### src/common/rtdc_pkg.sv
// Shared constants and carrier types for the compensation and daylight saving control block.
// Assumes the I2C protocol engine, the calendar and the analog trim logic sit outside this block.

package rtdc_pkg;

   // ************************************************************
   // Register offsets on the byte register port
   // ************************************************************
   localparam logic [7:0] ADDR_INIT_TRIM = 8'h0b;
   localparam logic [7:0] ADDR_CURVE     = 8'h0c;
   localparam logic [7:0] ADDR_COMP_CTRL = 8'h0d;
   localparam logic [7:0] ADDR_FWD_MONTH = 8'h15;
   localparam logic [7:0] ADDR_FWD_WDAY  = 8'h16;
   localparam logic [7:0] ADDR_FWD_DATE  = 8'h17;
   localparam logic [7:0] ADDR_FWD_HOUR  = 8'h18;
   localparam logic [7:0] ADDR_REV_MONTH = 8'h19;
   localparam logic [7:0] ADDR_REV_WDAY  = 8'h1a;
   localparam logic [7:0] ADDR_REV_DATE  = 8'h1b;
   localparam logic [7:0] ADDR_REV_HOUR  = 8'h1c;

   // ************************************************************
   // Field positions
   // ************************************************************
   localparam int CC_TSE_BIT   = 7;
   localparam int CC_BAT_LSB   = 5;
   localparam int CC_COEF_W    = 5;
   localparam int DST_EN_BIT   = 7;
   localparam int WD_SEL_BIT   = 6;
   localparam int WD_WEEK_LSB  = 3;
   localparam logic [2:0] WD_LAST_WEEK = 3'h7;
   localparam logic [1:0] BAT_COMP_OFF = 2'h0;
   localparam int DST_BANK_DEPTH = 8;

   // ************************************************************
   // Reset values and periods
   // ************************************************************
   localparam logic [7:0] BYTE_RESET   = 8'h00;
   localparam logic [9:0] TEMP_RESET   = 10'h000;
   localparam int COMP_PERIOD_S = 60;
   localparam int COMP_CNT_W    = 6;

   // ************************************************************
   // Types
   // ************************************************************
   typedef enum logic [1:0] {
      DST_STANDARD = 2'b01,
      DST_FORWARD  = 2'b10
   } rtdc_dst_type;

   // One byte request from the serial engine; write pulses on the data acknowledge.
   typedef struct packed {
      logic       write;
      logic [7:0] addr;
      logic [7:0] data;
   } rtdc_regreq_type;

   // Factory trim levels, stable once power is up.
   typedef struct packed {
      logic [4:0] coef;
      logic [7:0] initTrim;
      logic [7:0] curve;
   } rtdc_trim_type;

   // Current calendar in BCD as kept by the timekeeping logic.
   typedef struct packed {
      logic [4:0] month;
      logic [5:0] date;
      logic [2:0] dow;
      logic [2:0] week;
      logic       lastWeek;
      logic [5:0] hour;
      logic [6:0] minute;
      logic [6:0] second;
   } rtdc_cal_type;

endpackage

### src/design/rtdc_pin_sync.sv
// Three-stage synchroniser for asynchronous pin levels.
// Assumes the pins change slowly compared with the core clock.

`timescale 1ns/1ps

module rtdc_pin_sync #(
   parameter int W = 2
) (
   // Clock and reset.
   input  wire logic         core_clk,
   input  wire logic         arst_n,
   // Raw pins and the filtered levels.
   input  wire logic [W-1:0] pinIn,
   output logic      [W-1:0] level
);

   typedef struct packed {
      logic [W-1:0] s1;
      logic [W-1:0] s2;
      logic [W-1:0] s3;
      logic [W-1:0] lvl;
   } rtdc_sync_state_type;

   rtdc_sync_state_type q;
   rtdc_sync_state_type d;

   // A bit changes only once the second and third stages agree; the first stage feeds only the second.
   always_comb begin
      d     = q;
      d.s1  = pinIn;
      d.s2  = q.s1;
      d.s3  = q.s2;
      d.lvl = (q.s2 & q.s3) | (q.lvl & (q.s2 ^ q.s3));
   end

   // State register.
   always_ff @(posedge core_clk or negedge arst_n) begin
      if (!arst_n) begin
         q <= '0;
      end else begin
         q <= d;
      end
   end

   assign level = q.lvl;

endmodule

### src/design/rtdc_dst_bank.sv
// Storage for the daylight saving setting bytes, all visible at once to the match logic.
// Assumes the writer gives an index already range checked.

`timescale 1ns/1ps

module rtdc_dst_bank #(
   parameter int DEPTH = 8,
   parameter int W     = 8
) (
   // Clock and reset.
   input  wire logic                        core_clk,
   input  wire logic                        arst_n,
   // Write port.
   input  wire logic                        wrEn,
   input  wire logic [$clog2(DEPTH)-1:0]    wrIdx,
   input  wire logic [W-1:0]                wrData,
   // Whole contents.
   output logic      [DEPTH-1:0][W-1:0]     bytes
);

   typedef struct packed {
      logic [DEPTH-1:0][W-1:0] mem;
   } rtdc_bank_state_type;

   rtdc_bank_state_type q;
   rtdc_bank_state_type d;

   // One byte is replaced per write.
   always_comb begin
      d = q;
      if (wrEn) begin
         d.mem[wrIdx] = wrData;
      end
   end

   // State register; settings start cleared so nothing fires before software sets them.
   always_ff @(posedge core_clk or negedge arst_n) begin
      if (!arst_n) begin
         q <= '0;
      end else begin
         q <= d;
      end
   end

   assign bytes = q.mem;

endmodule

### src/design/rtdc_core.sv
// Compensation control and automatic daylight saving change logic of a real time clock.
// Assumes a serial engine delivering byte requests, a calendar on this clock, and an analog trim block.

`timescale 1ns/1ps

module rtdc_core #(
   parameter int PERIOD_S = rtdc_pkg::COMP_PERIOD_S
) (
   // Clock and reset.
   input  wire logic                      core_clk,
   input  wire logic                      arst_n,
   // Byte register port from the serial engine.
   input  wire rtdc_pkg::rtdc_regreq_type regReq,
   output logic [7:0]                     regRdData,
   // Factory trims and asynchronous pins.
   input  wire rtdc_pkg::rtdc_trim_type   factoryTrim,
   input  wire logic                      secTickPin,
   input  wire logic                      mainPowerPin,
   // Calendar and temperature sensor on this clock.
   input  wire rtdc_pkg::rtdc_cal_type    cal,
   input  wire logic                      tempDone,
   input  wire logic [9:0]                tempCode,
   // Controls to the analog trim block.
   output logic                           compStart,
   output logic                           trimLoad,
   output logic                           tempSenseEnable,
   output logic [1:0]                     batteryCompMode,
   output logic [4:0]                     trimCoefficient,
   // Calendar adjust requests and status.
   output logic                           advanceHour,
   output logic                           retardHour,
   output logic                           forwardAdjustFlag
);

   // ************************************************************
   // State
   // ************************************************************
   // Trims are held here rather than read live, so a drifting input cannot move them after power-up.
   typedef struct packed {
      logic                        loaded;
      logic [7:0]                  compCtrl;
      logic [7:0]                  initTrim;
      logic [7:0]                  curve;
      logic [rtdc_pkg::COMP_CNT_W-1:0] secCnt;
      logic                        secLvl;
      logic                        compStart;
      logic                        busy;
      logic [9:0]                  tempLast;
      logic                        tempKnown;
      logic                        trimLoad;
      rtdc_pkg::rtdc_dst_type      dst;
      logic                        advance;
      logic                        retard;
      logic [7:0]                  rdData;
   } rtdc_core_state_type;

   rtdc_core_state_type q;
   rtdc_core_state_type d;

   logic [1:0]                                  pinLvl;
   logic [rtdc_pkg::DST_BANK_DEPTH-1:0][7:0]    dstBytes;
   logic                                        bankWr;
   logic [2:0]                                  bankIdx;
   logic [7:0]                                  bankOff;

   // ************************************************************
   // Submodules
   // ************************************************************

   // Tick and power detect come from the crystal and supply domains.
   rtdc_pin_sync #(
      .W (2)
   ) u_sync (
      .core_clk (core_clk),
      .arst_n   (arst_n),
      .pinIn    ({mainPowerPin, secTickPin}),
      .level    (pinLvl)
   );

   // offsets come from the serial engine once the identifier matched.
   // Setting bytes, indexed from the forward month offset.
   assign bankOff = regReq.addr - rtdc_pkg::ADDR_FWD_MONTH;
   assign bankIdx = bankOff[2:0];
   // The read-only trim bytes sit below this range, so the bank never sees them.
   // write on acknowledge
   assign bankWr  = regReq.write && regReq.addr >= rtdc_pkg::ADDR_FWD_MONTH
                    && regReq.addr <= rtdc_pkg::ADDR_REV_HOUR;

   rtdc_dst_bank #(
      .DEPTH (rtdc_pkg::DST_BANK_DEPTH),
      .W     (8)
   ) u_bank (
      .core_clk (core_clk),
      .arst_n   (arst_n),
      .wrEn     (bankWr),
      .wrIdx    (bankIdx),
      .wrData   (regReq.data),
      .bytes    (dstBytes)
   );

   // ************************************************************
   // Matching of a change time
   // ************************************************************

   // True when the calendar sits on the programmed month, day and hour.
   function automatic logic dst_match(input logic [7:0] mon, input logic [7:0] wd, input logic [7:0] dt,
                                      input logic [7:0] hr, input rtdc_pkg::rtdc_cal_type c);
      logic [2:0] wk;
      logic       weekOk;
      logic       dayOk;
      wk = wd[rtdc_pkg::WD_WEEK_LSB +: 3];
      weekOk = (wk == rtdc_pkg::WD_LAST_WEEK) ? c.lastWeek : (wk == c.week);
      dayOk = wd[rtdc_pkg::WD_SEL_BIT] ? (weekOk && wd[2:0] == c.dow) : (dt[5:0] == c.date);
      return (mon[4:0] == c.month) && dayOk && (hr[5:0] == c.hour);
   endfunction

   logic dstEnable;
   logic fwdMatch;
   logic revMatch;
   logic secRise;
   logic hourTop;
   logic compWrite;
   logic compRun;
   logic vddOk;

   assign dstEnable = dstBytes[0][rtdc_pkg::DST_EN_BIT];
   assign fwdMatch  = dst_match(dstBytes[0], dstBytes[1], dstBytes[2], dstBytes[3], cal);
   assign revMatch  = dst_match(dstBytes[4], dstBytes[5], dstBytes[6], dstBytes[7], cal);
   // Pin levels arrive four edges after the pins move; a tick rise lasts one edge here.
   assign vddOk     = pinLvl[1];
   assign secRise   = pinLvl[0] & ~q.secLvl;
   // Changes fire on the tick that starts the hour, so each fires once.
   assign hourTop   = secRise && cal.minute == 7'h00 && cal.second == 7'h00;
   assign compWrite = regReq.write && regReq.addr == rtdc_pkg::ADDR_COMP_CTRL;
   assign compRun   = q.compCtrl[rtdc_pkg::CC_TSE_BIT]
                      && (vddOk || q.compCtrl[rtdc_pkg::CC_BAT_LSB +: 2] != rtdc_pkg::BAT_COMP_OFF);

   // ************************************************************
   // Next state
   // ************************************************************
   always_comb begin
      d           = q;
      d.compStart = 1'b0;
      d.trimLoad  = 1'b0;
      d.advance   = 1'b0;
      d.retard    = 1'b0;
      d.secLvl    = pinLvl[0];

      // capture factory trims once after reset release
      if (!q.loaded) begin
         d.loaded                           = 1'b1;
         d.compCtrl[rtdc_pkg::CC_COEF_W-1:0] = factoryTrim.coef;
         d.initTrim                         = factoryTrim.initTrim;
         d.curve                            = factoryTrim.curve;
      end

      // only control bits take a write
      if (compWrite) begin
         d.compCtrl[7:rtdc_pkg::CC_BAT_LSB] = regReq.data[7:rtdc_pkg::CC_BAT_LSB];
      end
      // no write path exists for the read-only trim bytes.

      // sixty second period
      // The count restarts when compensation stops, so a fresh start waits a full period.
      if (!compRun) begin
         d.secCnt = '0;
      end else if (secRise) begin
         if (q.secCnt == rtdc_pkg::COMP_CNT_W'(PERIOD_S - 1)) begin
            d.secCnt    = '0;
            d.compStart = 1'b1;
         end else begin
            d.secCnt = q.secCnt + 1'b1;
         end
      end

      if (compWrite && regReq.data[rtdc_pkg::CC_TSE_BIT]) begin
         d.compStart = 1'b1;
         d.secCnt    = '0;
      end

      // load only on change
      // A conversion end with nothing pending is ignored, so a stray pulse cannot load trims.
      if (tempDone && q.busy) begin
         d.busy = 1'b0;
         if (!q.tempKnown || tempCode != q.tempLast) begin
            d.trimLoad  = 1'b1;
            d.tempLast  = tempCode;
            d.tempKnown = 1'b1;
         end
      end
      // A new start while a conversion is pending simply keeps the sensor busy.
      if (d.compStart) begin
         d.busy = 1'b1;
      end

      // automatic forward and reverse change
      // Clearing the enable drops the flag without asking the calendar for any change.
      unique case (q.dst)
         rtdc_pkg::DST_STANDARD: begin
            if (dstEnable && hourTop && fwdMatch) begin
               d.dst     = rtdc_pkg::DST_FORWARD;
               d.advance = 1'b1;
            end
         end
         rtdc_pkg::DST_FORWARD: begin
            if (!dstEnable) begin
               d.dst = rtdc_pkg::DST_STANDARD;
            end else if (hourTop && revMatch) begin
               d.dst    = rtdc_pkg::DST_STANDARD;
               d.retard = 1'b1;
            end
         end
         default: begin
            d.dst = rtdc_pkg::DST_STANDARD;
         end
      endcase

      // read back device-held values
      // Read data is registered, so it lags the offset by one edge.
      unique case (regReq.addr)
         rtdc_pkg::ADDR_INIT_TRIM: d.rdData = q.initTrim;
         rtdc_pkg::ADDR_CURVE:     d.rdData = q.curve;
         rtdc_pkg::ADDR_COMP_CTRL: d.rdData = q.compCtrl;
         default: begin
            d.rdData = bankWr || (regReq.addr >= rtdc_pkg::ADDR_FWD_MONTH && regReq.addr <= rtdc_pkg::ADDR_REV_HOUR)
                       ? dstBytes[bankIdx] : rtdc_pkg::BYTE_RESET;
         end
      endcase
   end

   // ************************************************************
   // State register
   // ************************************************************

   always_ff @(posedge core_clk or negedge arst_n) begin
      if (!arst_n) begin
         q.loaded    <= 1'b0;
         q.compCtrl  <= rtdc_pkg::BYTE_RESET;
         q.initTrim  <= rtdc_pkg::BYTE_RESET;
         q.curve     <= rtdc_pkg::BYTE_RESET;
         q.secCnt    <= '0;
         q.secLvl    <= 1'b0;
         q.compStart <= 1'b0;
         q.busy      <= 1'b0;
         q.tempLast  <= rtdc_pkg::TEMP_RESET;
         q.tempKnown <= 1'b0;
         q.trimLoad  <= 1'b0;
         q.dst       <= rtdc_pkg::DST_STANDARD;
         q.advance   <= 1'b0;
         q.retard    <= 1'b0;
         q.rdData    <= rtdc_pkg::BYTE_RESET;
      end else begin
         q <= d;
      end
   end

   // ************************************************************
   // Outputs, all from flip-flops
   // ************************************************************

   // flag only from state machine
   // The forward state is the high bit of the one-hot code, so the flag is a bare flop.
   assign forwardAdjustFlag = q.dst[1];
   assign regRdData         = q.rdData;
   assign compStart         = q.compStart;
   assign trimLoad          = q.trimLoad;
   assign tempSenseEnable   = q.compCtrl[rtdc_pkg::CC_TSE_BIT];
   assign batteryCompMode   = q.compCtrl[rtdc_pkg::CC_BAT_LSB +: 2];
   assign trimCoefficient   = q.compCtrl[rtdc_pkg::CC_COEF_W-1:0];
   assign advanceHour       = q.advance;
   assign retardHour        = q.retard;

endmodule

### config.mk
export PLATFORM = sky130hd
export DESIGN_NAME = rtdc_core
export DESIGN_NICKNAME = d
export VERILOG_FILES = /design/src/common/rtdc_pkg.sv /design/src/design/rtdc_pin_sync.sv /design/src/design/rtdc_dst_bank.sv /design/src/design/rtdc_core.sv
export SDC_FILE = /design/constraint.sdc
export NUM_CORES = 1
export LEC_CHECK = 0
export ABC_CLOCK_PERIOD_IN_PS = 2500
export BUFFER_PORTS_ARGS = -buffer_cell sky130_fd_sc_hd__buf_2
export CORE_MARGIN = 3
export CORE_UTILIZATION = 56
export DETAILED_ROUTE_END_ITERATION = 10
export GPL_TIMING_DRIVEN = 1
export PLACE_DENSITY = 0.82
export SETUP_SLACK_MARGIN = 0.5
export SYNTH_ARGS = -nofsm -noshare
export SYNTH_HDL_FRONTEND = slang
export SYNTH_SLANG_ARGS = --single-unit
### constraint.sdc
create_clock -name core_clk -period 2.5 [get_ports core_clk]
set_clock_uncertainty 0.15 [all_clocks]
set_input_delay 0.5 -clock core_clk [delete_from_list [all_inputs] [get_ports core_clk]]
set_output_delay 0.5 -clock core_clk [all_outputs]
set_load 0.02 [all_outputs]
==> results.md <==
* Hold Path Class: in2reg
* Pins Over Slew Limit at 0
* RSZ-0062 raised after global routing: true
* Worst EP arrival at 2.28 ns
* Boundary pin count at 112
* Clk buf depth at 2
* Final count of hold timing violations at 0
* Worst EP required at 2.70 ns
* Worst slew pin tran at 0.841 ns
* Tmin final at 2.08 ns
* Hold_ws at 0.0442 ns
* RR Endpoint: forwardAdjustFlag
* Lkg Pwr at 3.92 nW
* GR met2 Demand/Resource at 45.1%
* Die Y at 114 um
* Synth warn at 0
* Crit-path max FO at 3
* Cell Count, Final, Fillers Out at 831
* Detailed placer's ending HPWL at 12,300 um
* Crit-path max cell delay at 0.44 ns
* Worst slack, placed at -0.0659 ns
* CP startpoint kind: register
* R2R depth at 6
* Final setup fails at 0
* Vias per Instance at 6.03
* Sequential area share after synthesis at 50.1%
* EDFF count, synth at 0
* Antenna viol nets, final at 0
* CP endpoint kind: register
* Setup WS post-layout at 0.419 ns
* Root Driver: clkbuf_16
* Syn-to-layout area delta at 27.8%
* Mapped Cells at 542
* Via count at 5,010
* Die Wd at 114 um
* CP Cell Sequence: xor2_1 -> or4_4 -> a21oi_2 -> o2111ai_2 -> a2111oi_4 -> a21o_1
* Detailed Routing Iterations Pass 1 at 5
* Post-DP Area at 7520 sq um
* Initial antenna violation count at 0
* I/O Buffers at 111
* TritonCTS clock tree: yes
* Crit path max-delay family: compound AO/OA/AOI/OAI gates
* WP buf/inv at 0
* Wirelength per Cell at 21.1 um
* First-pass GRT wire length at 26,800 um
* Sink Count at 130
* Final Instance Area at 8300 sq um
* First DRT Iteration DRCs at 361
* Min-delay src: mainPowerPin
* Number of CTS-inserted buffers at 17
* Fillers at 706
* Mapped Area at 6500 sq um
* Kind of critical path: reg2reg
* CP max-delay cell: or4_4
* Reg clk slew, reported paths at 0.05 ns
* End of the worst hold path: u_sync.d[5]
* Max Clock Freq at 0.480 GHz
* Pwr per Cell Area at 651 nW/um^2
* Share of layout cells above drive strength 1 at 44.6%
* Worst-case vdd ir drop at 392 uV
* Status: complete, no violations
* Worst slew margin at 43.9%
* Core ar. at 11,100 sq um
* Number of max-cap violations at 0
* Placed cells at 787
* Worst r2r src: u_bank.bytes[13]
* Worst-Skew Late Latency at 0.42 ns
* Yosys cell types at 55
* Grt peak-use layer: met2
* Syn Area/Cell at 12.0 sq um
* Vias in the first global route at 5,166
* Met3 Use GR at 5.57%
* Register bit count reported by yosys at 130
* M1 GR Usage at 35.1%
* Async SR Flop Fraction at 100%
* Synthesized Nets at 640
* Largest net degree at the start of global routing at 59
* Num rows at 38
* Initial Utilization at 58.6%
* Routed wire length at 17,500 um
* GP Congestion at 0.968
* DRC at 0
* Final Util at 74.9%
* Die footprint at 12,900 sq um
* Ant diodes at 0
* Nets at 776
* Remaining global-route overflow at 0
* Synth Flop Type: dfrtp_1
* H-tree levels at 4
* Flop-to-flop setup slack at 0.42 ns
* Gr usage total at 27.5%
* WHS Path Cells at 1
* Final Cycle Share at 83.3%
-- registers in the layout, indices dropped and copies added, names as in the netlist --
name / count
compStart: 1
forwardAdjustFlag: 1
retardHour: 1
advanceHour: 1
u_sync.level: 2
trimCoefficient: 5
u_sync.d: 4
trimLoad: 1
regRdData: 8
u_sync.q: 2
batteryCompMode: 2
u_bank.bytes: 64
q: 37
tempSenseEnable: 1
-- how the worst max path moves through the flow --
stage	from	cells after the start	endpoint	slack, ns
2_1_floorplan	regReq[8]	9	u_bank.bytes[16]	0.14
3_3_place_gp	regReq[9]	8	regRdData[2]	-0.009
3_5_place_dp	regReq[8]	8	u_bank.bytes[17]	-0.07
4_1_cts	u_bank.bytes[13]	6	forwardAdjustFlag	0.36
5_1_grt	u_bank.bytes[12]	5	forwardAdjustFlag	0.35
6_report	u_bank.bytes[13]	6	forwardAdjustFlag	0.42
-- report_power, final --
| part | switching, mW | total [mW] | internal [mW] |
|---|---|---|---|
| clock | 0.855 | 2.27 | 1.41 |
| combinational | 0.378 | 0.755 | 0.377 |
| sequential | 0.129 | 2.38 | 2.25 |
-- routing by layer --
metal	wire length (um)	up-vias
met4	608	0
met5	0	-
li1	-	2235
met2	8700	243
met1	6910	2486
met3	1280	46
-- synth_stat cells, types with 5 or more instances --
library cell,count,area share [%]
clkbuf_1,9,0.52
inv_1,5,0.29
ha_1,7,1.3
buf_1,5,0.29
nand3_1,8,0.62
mux2i_1,6,0.92
nor4_1,9,0.87
xor2_1,24,3.2
a21oi_1,12,0.92
mux4_2,5,1.7
o21ai_0,17,1.3
buf_4,15,1.7
xnor2_1,32,4.3
nand2_1,49,2.8
a211oi_1,5,0.58
dfrtp_1,129,50
a222oi_1,8,1.2
mux2_2,92,16
nor3_1,12,0.92
nor2_1,11,0.64
a31oi_1,5,0.48
nand4_1,8,0.77
-- metrics by stage --
| stage | setup TNS (ns) | total power [mW] |
|---|---|---|
| 2_1_floorplan | 0 | 2.81 |
| 6_report | 0 | 5.40 |
| 3_5_place_dp | -0.684 | 3.09 |
| 3_3_place_gp | -0.0639 | 3.06 |
| 4_1_cts | 0 | 5.39 |
| 5_1_grt | 0 | 5.59 |
-- cells in the final DEF, fill, tap and decap left out, drive strengths merged, types with 3 or more instances in the layout --
cell type / n
nor3: 13
nand2: 49
nor4: 9
nand3: 9
ha: 7
mux2i: 6
nand3b: 4
and3b: 3
and3: 4
nand4: 8
a211oi: 5
nor3b: 3
dfrtp: 129
nor2b: 3
nor2: 15
inv: 5
xor2: 24
a31oi: 5
or3: 4
clkinv: 5
a21o: 4
a21oi: 12
a222oi: 8
o221ai: 3
mux4: 6
xnor2: 32
o22ai: 4
buf: 151
mux2: 92
clkbuf: 27
o21ai: 17
-- cells by family after synthesis --
logic type	Yosys count	share of synthesized area (%)
adder cells (fa/ha/maj)	7	1.35
multiplexers	104	19.0
flip-flops	130	50.1
XOR/XNOR	56	7.55
AO/OA/AOI/OAI	71	7.92
buffers and inverters	42	3.60
AND/OR/NAND/NOR	131	10.4
other	1	0.0577
-- area by class of cell --
cell class	instances	area (sq um)	share of cell area, %
flip-flops and latches	130	3260	39.2
clock inverters	5	52.6	0.633
inverters	7	46.3	0.558
well taps	140	175	2.11
clock buffers	27	483	5.82
repair buffers	152	1000	12.1
multi-input cells	370	3280	39.6
-- worst register-to-register path, stage by stage (launching register included) --
cell and delay [ns]:
dfrtp_2 0.41, xor2_1 0.18, or4_4 0.44, a21oi_2 0.14, o2111ai_2 0.17, a2111oi_4 0.39, a21o_1 0.13
-- timing repair --
action | CTS | global route
setup buffers | 9 | 2
hold endpoints to repair | 36 | 0
gates resized for setup | 14 | 27
setup endpoints to repair | 70 | 59
pin swaps | 6 | 7
hold buffers | 1 | 0
(Power assumes the default switching activity.)
